$ cat src/logic/cos_pkg.sv
// package for the channel offset select block
// assumes one 100 MHz clock domain and an external adc/dac/mux front end
`default_nettype none
package cos_pkg;
  localparam int         CH_GRP_PHOT   = 16;  // photometer first-stage group
  localparam int         CH_GRP_SPEC   = 12;  // spectrometer group
  localparam int         CH_PHOT_TOTAL = 48;  // after second stage
  localparam int         CH_W          = 6;   // channel index width
  localparam int         OFS_W         = 4;   // offset code width
  localparam int         SMP_W         = 16;  // adc word width
  localparam int         GAIN          = 12;  // fixed analogue gain
  localparam logic [3:0] OFS_RESET     = 4'h0;
  localparam logic [3:0] OFS_MAX       = 4'hf;
  localparam int         FIFO_DEPTH    = 16;
  localparam int         FIFO_W        = CH_W + SMP_W;
  typedef enum logic [2:0] {
    COS_IDLE   = 3'b000,
    COS_SETCH  = 3'b001,
    COS_CONV   = 3'b010,
    COS_WAIT   = 3'b011,
    COS_EVAL   = 3'b100,
    COS_OBS    = 3'b101
  } cos_state_e;
endpackage : cos_pkg
`default_nettype wire

$ cat src/logic/cos_fifo.sv
// parameterised synchronous fifo with valid/ready on both sides
// assumes single clock, asynchronous active-low reset
`default_nettype none
module cos_fifo #(
  parameter int WIDTH = 22,
  parameter int DEPTH = 16
) (
  input  wire logic             i_clk,    // system clock
  input  wire logic             i_nrst,   // async reset, low
  input  wire logic             i_valid,  // write request
  output logic                  o_ready,  // space available
  input  wire logic [WIDTH-1:0] i_data,   // write word
  output logic                  o_valid,  // word available
  input  wire logic             i_ready,  // reader takes word
  output logic      [WIDTH-1:0] o_data    // head word
);
  localparam int AW = $clog2(DEPTH);
  logic [WIDTH-1:0] mem [DEPTH];
  logic [AW:0]      wr_ptr;
  logic [AW:0]      rd_ptr;
  logic             do_wr;
  logic             do_rd;

  // extra pointer bit separates full from empty
  assign o_ready = (wr_ptr[AW] == rd_ptr[AW])
                || (wr_ptr[AW-1:0] != rd_ptr[AW-1:0]);
  assign o_valid = (wr_ptr != rd_ptr);
  assign do_wr   = i_valid && o_ready;
  assign do_rd   = o_valid && i_ready;
  assign o_data  = mem[rd_ptr[AW-1:0]];

  // storage array
  always_ff @(posedge i_clk) begin
    if (do_wr) begin
      mem[wr_ptr[AW-1:0]] <= i_data;
    end
  end

  // pointers
  always_ff @(posedge i_clk or negedge i_nrst) begin
    if (!i_nrst) begin
      wr_ptr <= '0;
      rd_ptr <= '0;
    end else begin
      if (do_wr) wr_ptr <= wr_ptr + 1'b1;
      if (do_rd) rd_ptr <= rd_ptr + 1'b1;
    end
  end
endmodule : cos_fifo
`default_nettype wire

$ cat src/logic/cos_channel_offset_select.sv
// channel offset select: mux sequencing, per-channel offset search, stream out
// assumes an external adc returns one sample per start pulse, same clock
// Functional notes
// channels scanned in groups of 16 photometer or 12 spectrometer
// photometer second stage joins three 16-groups into 48 channels
// each selected channel gets its own stored offset code
// offset code is 4-bit unsigned, 0 to 15, one per channel
// codes set before observation, never changed during observation
// gain 12 analogue; 16-bit unsigned samples forwarded to processing unit
// search runs for every channel before each observation; i_obs_run starts observation without a search
// search starts each channel with code zero
// increment code until sample bit 15 reads zero
// if any of bits 13-15 set, keep current code
// if bits 13-15 zero and code nonzero, decrement once, select
// result depends only on input level, fully deterministic
// after each code change wait for a fresh conversion
// at code 15 with bit 15 still set, select 15
`default_nettype none
module cos_channel_offset_select
  import cos_pkg::*;
(
  input  wire logic             i_clk,       // 100 MHz clock
  input  wire logic             i_nrst,      // async reset, low
  input  wire logic             i_spec_mode, // 1: spectrometer 12 ch
  input  wire logic             i_search,    // pulse: start offset search
  input  wire logic             i_obs_run,   // level: observation active
  output logic                  o_search_busy, // search in progress
  output logic                  o_obs_busy,  // observation scanning
  output logic      [CH_W-1:0]  o_mux_ch,    // selected channel
  output logic      [1:0]       o_mux_grp,   // second-stage group select
  output logic      [OFS_W-1:0] o_dac_code,  // offset dac code
  output logic                  o_adc_start, // conversion start pulse
  input  wire logic             i_adc_done,  // conversion complete
  input  wire logic [SMP_W-1:0] i_adc_data,  // sample word
  output logic                  o_dpu_valid, // sample word available
  input  wire logic             i_dpu_ready, // processing unit accepts
  output logic      [CH_W-1:0]  o_dpu_ch,    // channel of sample
  output logic      [SMP_W-1:0] o_dpu_data   // sample word
);
  cos_state_e       state;
  logic [CH_W-1:0]  ch;
  logic [OFS_W-1:0] code;
  // one 4-bit code per channel
  logic [OFS_W-1:0] ofs_mem [CH_PHOT_TOTAL];
  logic [SMP_W-1:0] smp;
  logic             in_search;
  logic             fifo_ready;
  logic [CH_W-1:0]  last_ch;

  // last channel index for the active instrument
  // group size select
  assign last_ch = i_spec_mode ? CH_W'(CH_GRP_SPEC - 1)
                               : CH_W'(CH_PHOT_TOTAL - 1);

  // first-stage group of 16 from channel index
  assign o_mux_grp = i_spec_mode ? 2'h0 : ch[5:4];
  assign o_mux_ch  = ch;
  // per-channel code applied as channel selected
  assign o_dac_code = in_search ? code : ofs_mem[ch];
  assign o_search_busy = in_search;
  assign o_obs_busy    = (state != COS_IDLE) && !in_search;

  // sequencer: search and observation share the conversion path
  always_ff @(posedge i_clk or negedge i_nrst) begin
    if (!i_nrst) begin
      state       <= COS_IDLE;
      ch          <= '0;
      code        <= OFS_RESET;
      in_search   <= 1'b0;
      smp         <= '0;
      o_adc_start <= 1'b0;
    end else begin
      o_adc_start <= 1'b0;
      unique case (state)
        COS_IDLE: begin
          ch <= '0;
          // search covers every channel
          if (i_search) begin
            in_search <= 1'b1;
            state     <= COS_SETCH;
          end else if (i_obs_run) begin
            in_search <= 1'b0;
            state     <= COS_CONV;
          end
        end
        COS_SETCH: begin
          // start search at code zero
          code  <= OFS_RESET;
          state <= COS_CONV;
        end
        COS_CONV: begin
          // fresh conversion after code change
          o_adc_start <= 1'b1;
          state       <= COS_WAIT;
        end
        COS_WAIT: begin
          if (i_adc_done) begin
            smp   <= i_adc_data;
            state <= in_search ? COS_EVAL : COS_OBS;
          end
        end
        COS_EVAL: begin
          // decision from sample and code only
          if (smp[SMP_W-1] && code != OFS_MAX) begin
            // top bit still set: step up
            code  <= code + 1'b1;
            state <= COS_CONV;
          end else begin
            if (ch == last_ch) begin
              in_search <= 1'b0;
              state     <= COS_IDLE;
            end else begin
              ch    <= ch + 1'b1;
              state <= COS_SETCH;
            end
          end
        end
        COS_OBS: begin
          // stall the scan while the fifo is full
          if (fifo_ready) begin
            if (!i_obs_run) begin
              state <= COS_IDLE;
            end else begin
              ch    <= (ch == last_ch) ? '0 : ch + 1'b1;
              state <= COS_CONV;
            end
          end
        end
        default: state <= COS_IDLE;
      endcase
    end
  end

  // per-channel code store, written only at search end of a channel
  // no write outside search
  always_ff @(posedge i_clk) begin
    if (state == COS_EVAL && !(smp[SMP_W-1] && code != OFS_MAX)) begin
      if (smp[SMP_W-1:SMP_W-3] != 3'h0 || code == OFS_RESET) begin
        // keep current code
        ofs_mem[ch] <= code;
      end else begin
        // back off by one
        ofs_mem[ch] <= code - 1'b1;
      end
    end
  end

  // sample words to processing unit through fifo
  cos_fifo #(
    .WIDTH (FIFO_W),
    .DEPTH (FIFO_DEPTH)
  ) u_fifo (
    .i_clk   (i_clk),
    .i_nrst  (i_nrst),
    .i_valid (state == COS_OBS),
    .o_ready (fifo_ready),
    .i_data  ({ch, smp}),
    .o_valid (o_dpu_valid),
    .i_ready (i_dpu_ready),
    .o_data  ({o_dpu_ch, o_dpu_data})
  );

  // steps taken on one channel; a search must never step past code 15
  // helper only, read by the bound check below
  logic [4:0] n_inc;
  always_ff @(posedge i_clk or negedge i_nrst) begin
    if (!i_nrst) begin
      n_inc <= 5'h0;
    end else if (state == COS_SETCH) begin
      n_inc <= 5'h0;
    end else if (state == COS_EVAL && smp[SMP_W-1] && code != OFS_MAX) begin
      n_inc <= n_inc + 5'h1;
    end
  end

  // conversion start only from the conv state
  a_start_after_code: assert property (@(posedge i_clk)
    disable iff (!i_nrst)
    o_adc_start |-> $past(state) == COS_CONV)
    else $error("adc start without conversion state");

  // increment follows a set top bit
  a_inc_on_msb: assert property (@(posedge i_clk)
    disable iff (!i_nrst)
    (state == COS_EVAL && smp[15] && code != OFS_MAX)
      |=> code == $past(code) + 4'h1)
    else $error("code did not step up");

  // search channel begins at zero
  a_start_zero: assert property (@(posedge i_clk)
    disable iff (!i_nrst)
    state == COS_SETCH |=> code == OFS_RESET)
    else $error("search code not zero");

  // decrement by one on low sample
  a_back_off: assert property (@(posedge i_clk)
    disable iff (!i_nrst)
    (state == COS_EVAL && !smp[15] && smp[15:13] == 3'h0 && code != 4'h0)
      |=> ofs_mem[$past(ch)] == $past(code) - 4'h1)
    else $error("back off wrong");

  // keep code when high bits present
  a_keep_code: assert property (@(posedge i_clk)
    disable iff (!i_nrst)
    (state == COS_EVAL && !smp[15] && smp[14:13] != 2'h0)
      |=> ofs_mem[$past(ch)] == $past(code))
    else $error("code not kept");

  // saturate at fifteen
  a_sat_fifteen: assert property (@(posedge i_clk)
    disable iff (!i_nrst)
    (state == COS_EVAL && smp[15] && code == OFS_MAX)
      |=> ofs_mem[$past(ch)] == OFS_MAX)
    else $error("saturation not selected");

  // dac code stable within observation channel
  a_obs_stable: assert property (@(posedge i_clk)
    disable iff (!i_nrst)
    (o_obs_busy && $stable(ch) && $past(o_obs_busy))
      |-> $stable(o_dac_code))
    else $error("offset changed during observation");

  // channel never passes group limit
  a_ch_limit: assert property (@(posedge i_clk)
    disable iff (!i_nrst)
    (state != COS_IDLE && $stable(i_spec_mode)) |-> ch <= last_ch)
    else $error("channel beyond group");

  // start pulse lasts a single cycle
  a_start_single: assert property (@(posedge i_clk)
    disable iff (!i_nrst)
    o_adc_start |=> !o_adc_start)
    else $error("adc start longer than one cycle");

  // evaluation only on a fresh sample
  a_eval_after_wait: assert property (@(posedge i_clk)
    disable iff (!i_nrst)
    state == COS_EVAL |-> $past(state) == COS_WAIT)
    else $error("evaluation without fresh sample");

  // every code change is followed by a conversion
  a_code_then_conv: assert property (@(posedge i_clk)
    disable iff (!i_nrst)
    !$stable(code) |-> state == COS_CONV)
    else $error("code changed without new conversion");

  // code only clears or steps up by one
  a_code_step: assert property (@(posedge i_clk)
    disable iff (!i_nrst)
    !$stable(code) |-> (code == OFS_RESET || code == $past(code) + 4'h1))
    else $error("code moved by more than one");

  // stored codes written only while searching
  a_eval_in_search: assert property (@(posedge i_clk)
    disable iff (!i_nrst)
    state == COS_EVAL |-> in_search)
    else $error("code store outside search");

  // search ends in idle
  a_search_end_idle: assert property (@(posedge i_clk)
    disable iff (!i_nrst)
    $fell(o_search_busy) |-> state == COS_IDLE)
    else $error("search ended outside idle");

  // search ends only after the last channel
  a_search_all_ch: assert property (@(posedge i_clk)
    disable iff (!i_nrst)
    $fell(o_search_busy) |-> ch == last_ch)
    else $error("search ended before last channel");

  // search starts at the first channel
  a_search_from_zero: assert property (@(posedge i_clk)
    disable iff (!i_nrst)
    $rose(o_search_busy) |-> (ch == '0 && state == COS_SETCH))
    else $error("search did not start at channel zero");

  // only three first-stage groups exist
  a_grp_limit: assert property (@(posedge i_clk)
    disable iff (!i_nrst)
    state != COS_IDLE |-> o_mux_grp != 2'h3)
    else $error("group select out of range");

  // scan holds its word while the fifo is full
  a_obs_stall: assert property (@(posedge i_clk)
    disable iff (!i_nrst)
    (state == COS_OBS && !fifo_ready) |=> state == COS_OBS)
    else $error("sample dropped on full fifo");

  // sample word captured on conversion done
  a_sample_capture: assert property (@(posedge i_clk)
    disable iff (!i_nrst)
    (state == COS_WAIT && i_adc_done) |=> smp == $past(i_adc_data))
    else $error("sample word not captured");

  // no more than fifteen steps on one channel
  a_step_bound: assert property (@(posedge i_clk)
    disable iff (!i_nrst)
    n_inc <= {1'b0, OFS_MAX})
    else $error("search stepped past code fifteen");

  // dac code steady while a search conversion runs
  a_dac_hold: assert property (@(posedge i_clk)
    disable iff (!i_nrst)
    (in_search && state == COS_WAIT) |-> $stable(o_dac_code))
    else $error("dac code moved during conversion");
endmodule : cos_channel_offset_select
`default_nettype wire

$ cat config.mk
export PLATFORM = sky130hd
export DESIGN_NAME = cos_channel_offset_select
export DESIGN_NICKNAME = d
export VERILOG_FILES = /design/src/logic/cos_pkg.sv /design/src/logic/cos_fifo.sv /design/src/logic/cos_channel_offset_select.sv
export SDC_FILE = /design/constraint.sdc
export NUM_CORES = 1
export LEC_CHECK = 0
export BUFFER_PORTS_ARGS = -buffer_cell sky130_fd_sc_hd__clkbuf_2
export CAP_MARGIN = 15
export CORE_ASPECT_RATIO = 0.6
export CORE_UTILIZATION = 62
export DETAILED_ROUTE_END_ITERATION = 16
export PLACE_DENSITY = 0.85
export SYNTH_ARGS = -nofsm -noshare
export SYNTH_HDL_FRONTEND = slang
export SYNTH_SLANG_ARGS = --single-unit
$ cat constraint.sdc
create_clock -name i_clk -period 4.3 [get_ports i_clk]
set_clock_uncertainty 0.15 [all_clocks]
set_input_delay 0.86 -clock i_clk [delete_from_list [all_inputs] [get_ports i_clk]]
set_output_delay 0.86 -clock i_clk [all_outputs]
set_load 0.01 [all_outputs]
# Word level (Yosys, flattened, before mapping)
# Memory sizes are Yosys's and may differ from the RTL's.
# Cells that the tools add are included.
# totals
mem_count,2
regBits,41
mem_bits_rw,544
input_bits,23
output_inout_bits,38
wordCells,90
# classes
n_mux,35
eq_ne,18
n_addsub,5
n_reduce_logical,21
bitwise,1
# mem_list
memory,depth,width,read_ports,rd_clocked_by_memory_dff,write_ports,line,rtl
u_fifo.mem,16,22,1,0,1,cos_fifo.sv:18,logic [WIDTH-1:0] mem [DEPTH];
ofs_mem,48,4,1,0,1,cos_channel_offset_select.sv:44,logic [OFS_W-1:0] ofs_mem [CH_PHOT_TOTAL];
# ops
op,count
$mux 6,6
$pmux 3 s6,1
$pmux 6 s3,1
$mux 1,15
$ne 2x2->1 const B,7
$mux 3,4
$mux 4,3
$add 5x1->5 const B,2
$reduce_bool 3->1,3
$pmux 4 s2,1
$add 6x1->6 const B,1
$eq 3x2->1 const B,2
$eq 3x3->1 const B,2
$eq 6x6->1,1
$mux 2,3
$logic_and 1x1->1,5
$ne 5x5->1,1
$reduce_and 5->1,1
$add 4x1->4 const B,1
$logic_not 4->1,1
$ne 4x4->1,1
$ne 4x4->1 const B,1
$reduce_and 2->1,2
$reduce_and 4->1,1
11 further kinds,14

# Longest topological paths before layout
# logic_depth
ltp_word,7
depth_mapped,9
ltp_nobuf,8

# Modules after synthesis
# A second synthesis with hierarchy kept.
# unflattened
hier_cells,1247
hier_area_um2,23354.9
# modules_own_cells
mod,seq_area_each_um2,cells_per_inst,area_per_inst_um2,instances
cos_fifo,10820.4,625,13857.0,1
cos_channel_offset_select,6541.3,622,9497.9,1

# Worst setup path after synthesis
# No wires, ideal clock.
# synth_timing
kind,reg2reg
startpoint,register code[0]
endpoint,"memory ofs_mem[0][1], data pin"
setup_ns,0.578
stages_incl_launch_ff,6
required_time_ns,3.572
path_buffers,0
arrival_time_ns,3.229
slack_ns,0.343
synth_period_minus_slack_ns,3.957
cell_sequence,dfrtp_1 > inv_1 > ha_1 > a2111oi_0 > nand2_1 > o21ai_0
# synth_via
elab_chain_cells,7
elab_cells_between_ends,11
classes_between,1 x add/sub; 1 x eq/ne; 4 x mux; 5 x reduce/logical
# synth_lines
element,line,rtl
start: declaration,cos_channel_offset_select.sv:42,logic [OFS_W-1:0] code;
start signal: assignment,cos_channel_offset_select.sv:106,code <= code + 1'b1;
$ne 4x4->1,-,
$logic_and 1x1->1,cos_channel_offset_select.sv:137,if (state == COS_EVAL && !(smp[SMP_W-1] && code != OFS_MAX)) begin
$logic_not 1->1,cos_channel_offset_select.sv:137,
$logic_and 1x1->1,cos_channel_offset_select.sv:137,
$mux 1,cos_channel_offset_select.sv:137,
$mux 1 (not written as such),cos_channel_offset_select.sv:143,ofs_mem[ch] <= code - 1'b1;
$mux 4 (no line) (*),-,
end: declaration,cos_channel_offset_select.sv:44,
# Mark *: on every way between the ends. The rest lies on a longest branch, timed or not.

# Worst setup path in the final report
# layout_timing
startpoint,"register ch[2], in the netlist o_mux_ch[2]"
endpoint,output o_dac_code[3]
# layout_via
elab_chain_cells,2
# layout_lines
element,line,rtl
start: declaration,cos_channel_offset_select.sv:41,logic [CH_W-1:0] ch;
start signal: assignment,cos_channel_offset_select.sv:113,ch <= ch + 1'b1;
start signal: assignment,cos_channel_offset_select.sv:124,ch <= (ch == last_ch) ? '0 : ch + 1'b1;
$mem_v2 48x4,-,
$mux 4,cos_channel_offset_select.sv:59,assign o_dac_code = in_search ? code : ofs_mem[ch];
end: declaration,cos_channel_offset_select.sv:31,"output logic [OFS_W-1:0] o_dac_code,"
# Every way passes these cells.

==> results.md <==
- The die footprint is 38400 um2.
- The clock insertion delay at the later pin of the skew report is 0.59 ns.
- The headroom to the max-slew limit is 0.284.
- The clock net in this run drives a total of 585 sinks.
- The flip-flop and latch count after synthesis is 585.
- The count of vias placed by the detailed router is 12600.
- The synthesis-to-finish area growth is 12.2%.
- The number of cells in the design after placement is ~1800.
- The final standard cell utilization of the core is 0.713.
- The net count after synthesis is 1248.
- In this run, CTS created clock tree buffers numbering 50.
- The starting density of the core is 0.635.
- The number of different library cells used by synthesis comes to 63.
- Of all nets on the critical path, the largest fanout is 26.
- In the routed layout, each cell is associated on average with a via count of a little under 7.
- For the finished layout, the period the worst path requires is 4.27 ns.
- The number of max-slew violations in the final report came to 0.
- The filler cells instantiated in the layout total about 2200.
- Clock tree synthesis selected as its root buffer the cell sky130_fd_sc_hd__clkbuf_16.
- The initial antenna violation count was 0.
- The number of enable-type register cells in the synthesized netlist is 544.
- The ratio of total power to cell area is approximately 590 nW/um2.
- The clock-pin slew reported for the worst setup and hold paths after clock tree synthesis is 0.07 ns.
- The Yosys step of the flow raised 0 warnings.
- The floorplan step set the die height to 152 um.
- The transition at the pin with the smallest max-transition slack is 1.07 ns.
- The most instantiated flip-flop cell in the synthesis netlist is sky130_fd_sc_hd__edfxtp_1.
- Data on the critical path is required at its endpoint by 3.29 ns.
- The post-detailed-placement cell area is 24500 um2.
- The H-tree generated during clock tree synthesis spans 2 levels.
- For this run, the total global-route usage over all layers was measured as 0.298.
- The final worst setup slack is 0.0272 ns.
- Setup repair after global routing left no endpoint under its margin.
- The worst hold path belongs to the class input port to async pin.
- The ratio of final minimum period to clock period is 0.994.
- The share of the Yosys chip area taken by registers is 0.745.
- Before antenna repair, the detailed router went through 8 iterations.
- The setup TNS is 0 ns.
- Dividing the synthesized area by the synthesized cell count gives 19.2 um2.
- The arrival time of data at the critical path endpoint is 3.26 ns.
- The via count of the first global-routing pass is 12600.
- The share of flip-flops with an asynchronous set or reset is 0.0701.
- The number of placed I/O pins is 61.
- The number of antenna diodes in the final layout is 0.
- The number of hold-slack violations in the final timing report is 0.
- The count of hold buffers inserted by post-cts repair is 0.
- The area of all sequential standard cells is 17400 um2.
- The count of buffers added on input and output ports is 60.
- Static timing analysis puts the maximum clock frequency at 234 MHz.
- The maximum buffer depth of the clock tree is 3.
- The setup path with the least slack is of type flop to primary output.
- The average routed wire per standard cell is 30.0 um.
- The number of non-filler instances in the completed layout is 1862.
- The setup violation total in the final timing report is 0.
- For this block, the initial DRC count from the detailed router was 1933.
- Entering global routing, the biggest net connects 56 pins.
- The worst register-to-register path has a setup slack of ~0.84 ns.
- The share of synthesized area in the top cell type comes to 0.701.
- The worst register-to-register path has a depth of 7.
- The launch point of the critical path is o_mux_ch[2].
- The post-detailed-placement half-perimeter wirelength is approximately 33000 um.
- After detailed routing, the number of remaining DRC violations is 0.
- The proportion of layout cells with a drive suffix above 1 is 0.277.
- For this run, the post-layout net count is 1348.
- The placeable core region is 36700 um2.
- Across all hold checks on the routed design, the worst slack comes to 0.305 ns.
- In the post-synthesis netlist, the biggest area contributors are sky130_fd_sc_hd__edfxtp_1 70%, sky130_fd_sc_hd__mux4_2 12%, sky130_fd_sc_hd__dfrtp_1 4.4%, sky130_fd_sc_hd__mux2_2 1.4%, sky130_fd_sc_hd__nor2_1 1.2%.
- The wire length of the first global-routing pass is just over 80000 um.
- The remaining antenna violation count after routing is 0.
- The floorplan has 54 rows.
- sky130_fd_sc_hd__edfxtp_1 takes more of the synthesized area than any other cell.
- The worst-case IR drop observed on VDD is 419 uV.
- STA classifies the critical path endpoint as a primary output.
- In this run the critical register-to-register path is captured at u_fifo.mem[14][21].
- The gate count after technology mapping is 1216.
- Summing every instance area after synthesis gives roughly 23000 um2.
- The TritonCTS clock tree is built.
- The static leakage is 8.82 nW.
- The final routed wirelength across all metal layers is 55800 um.
- The run finished with clean final reports.
- The remaining global-route overflow is 0.
- The die span in x is roughly 250 um.
- The final estimated routing congestion in global placement is 1.02.
- The worst register-to-register path begins at u_fifo.rd_ptr[1].
- Following the worst setup path forward leads to its endpoint at o_dac_code[3].
- The critical path startpoint category is a flop.
- Sorting the synthesized cells by how often they occur yields 544 x sky130_fd_sc_hd__edfxtp_1, 127 x sky130_fd_sc_hd__mux4_2, 77 x sky130_fd_sc_hd__nor2_1, 56 x sky130_fd_sc_hd__nand2_1, 41 x sky130_fd_sc_hd__dfrtp_1.
- OpenSTA, run right after detailed placement, puts the worst setup slack at 0.671 ns.
- The post-layout instance area is 26200 um2.
- Max-cap violations in this run came to 0.
- The overall power is 15.4 mW.
- The most used standard cell by instance count after synthesis is sky130_fd_sc_hd__edfxtp_1.
- The multi-input combinational cells in the finished layout cover a total of around 5600 um2.
==> power breakdown <==
| group | switching (mW) | internal (mW) | leakage, nW |
|---|---|---|---|
| logic | 1.57 | 1.70 | 2.25 |
| clock network | 2.00 | 2.54 | 0.799 |
| registers | 0.768 | 6.79 | 5.77 |
| total | 4.34 | 11.0 | 8.82 |
==> final cells by class <==
type                            count  share of cell area
Timing Repair Buffer              119              0.0318
Sequential cell                   585               0.665
Clock buffer                       67              0.0522
Clock inverter                     27              0.0105
Multi-Input combinational cell    544               0.215
Tap cell                          504              0.0241
Inverter                           16             0.00230
==> state kept, by name (all words and copies together) (netlist names) <==
| register | cells |
|---|---|
| o_search_busy | 1 |
| u_fifo.mem | 352 |
| u_fifo.wr_ptr | 5 |
| o_adc_start | 1 |
| ofs_mem | 192 |
| code | 4 |
| u_fifo.rd_ptr | 5 |
| o_mux_ch | 6 |
| state | 3 |
| smp | 16 |
==> worst min path at each step <==
stage / endpoint / slack [ns] / cells after the start
4_1_cts: smp[12] / 0.31 / 1
2_1_floorplan: u_fifo.wr_ptr[4] / 0.32 / 1
3_3_place_gp: u_fifo.wr_ptr[4] / 0.33 / 1
6_report: smp[12] / 0.30 / 1
5_1_grt: smp[12] / 0.35 / 2
3_5_place_dp: u_fifo.wr_ptr[4] / 0.33 / 1
==> worst max-delay path: stages (launching register included) <==
cell and delay (ns):
sky130_fd_sc_hd__dfrtp_2 0.64, sky130_fd_sc_hd__buf_4 0.31, sky130_fd_sc_hd__nor2_1 0.57, sky130_fd_sc_hd__o2bb2ai_1 0.19
sky130_fd_sc_hd__a22oi_1 0.08, sky130_fd_sc_hd__a21oi_1 0.32, sky130_fd_sc_hd__nor3_1 0.11, sky130_fd_sc_hd__a32oi_1 0.26
sky130_fd_sc_hd__clkbuf_2 0.19
==> placed cells by master (no fill, tap or decap), drive strengths merged, types with 8 or more instances in the layout <==
cell type  instances
nand3             13
buf               59
mux2              30
a22oi             15
mux2i             23
a31oi              8
xnor2             14
inv               14
mux4             127
nand2b             8
nor2              79
a221oi             8
nor2b             12
dfrtp             41
ha                 9
edfxtp           544
nor3               8
nand2             56
clkbuf           127
clkinv            23
o21ai             32
a21oi             24
==> routing by layer <==
layer | global-route usage | vias up | share of wire
met5 | 0 | - | 0
met1 | 0.451 | 6423 | 0.40
met2 | 0.431 | 888 | 0.45
met4 | 0.0924 | 0 | 0.030
met3 | 0.0820 | 129 | 0.12
li1 | - | 5123 | -
==> kinds of logic (layout without fill, tap and decap cells) <==
group | after synthesis | after routing | synth area share
adder cells (fa/ha/maj) | 9 | 9 | 0.00483
flip-flops | 585 | 585 | 0.745
AO/OA/AOI/OAI | 134 | 134 | 0.0392
AND/OR/NAND/NOR | 204 | 204 | 0.0398
buffers and inverters | 87 | 229 | 0.0178
multiplexers | 180 | 180 | 0.147
XOR/XNOR | 17 | 17 | 0.00639
==> timing repair <==
item	CTS	global route
setup buffers	0	1
gates resized for setup	0	1
endpoints found under the setup margin	0	3
(Power assumes the default switching activity.)
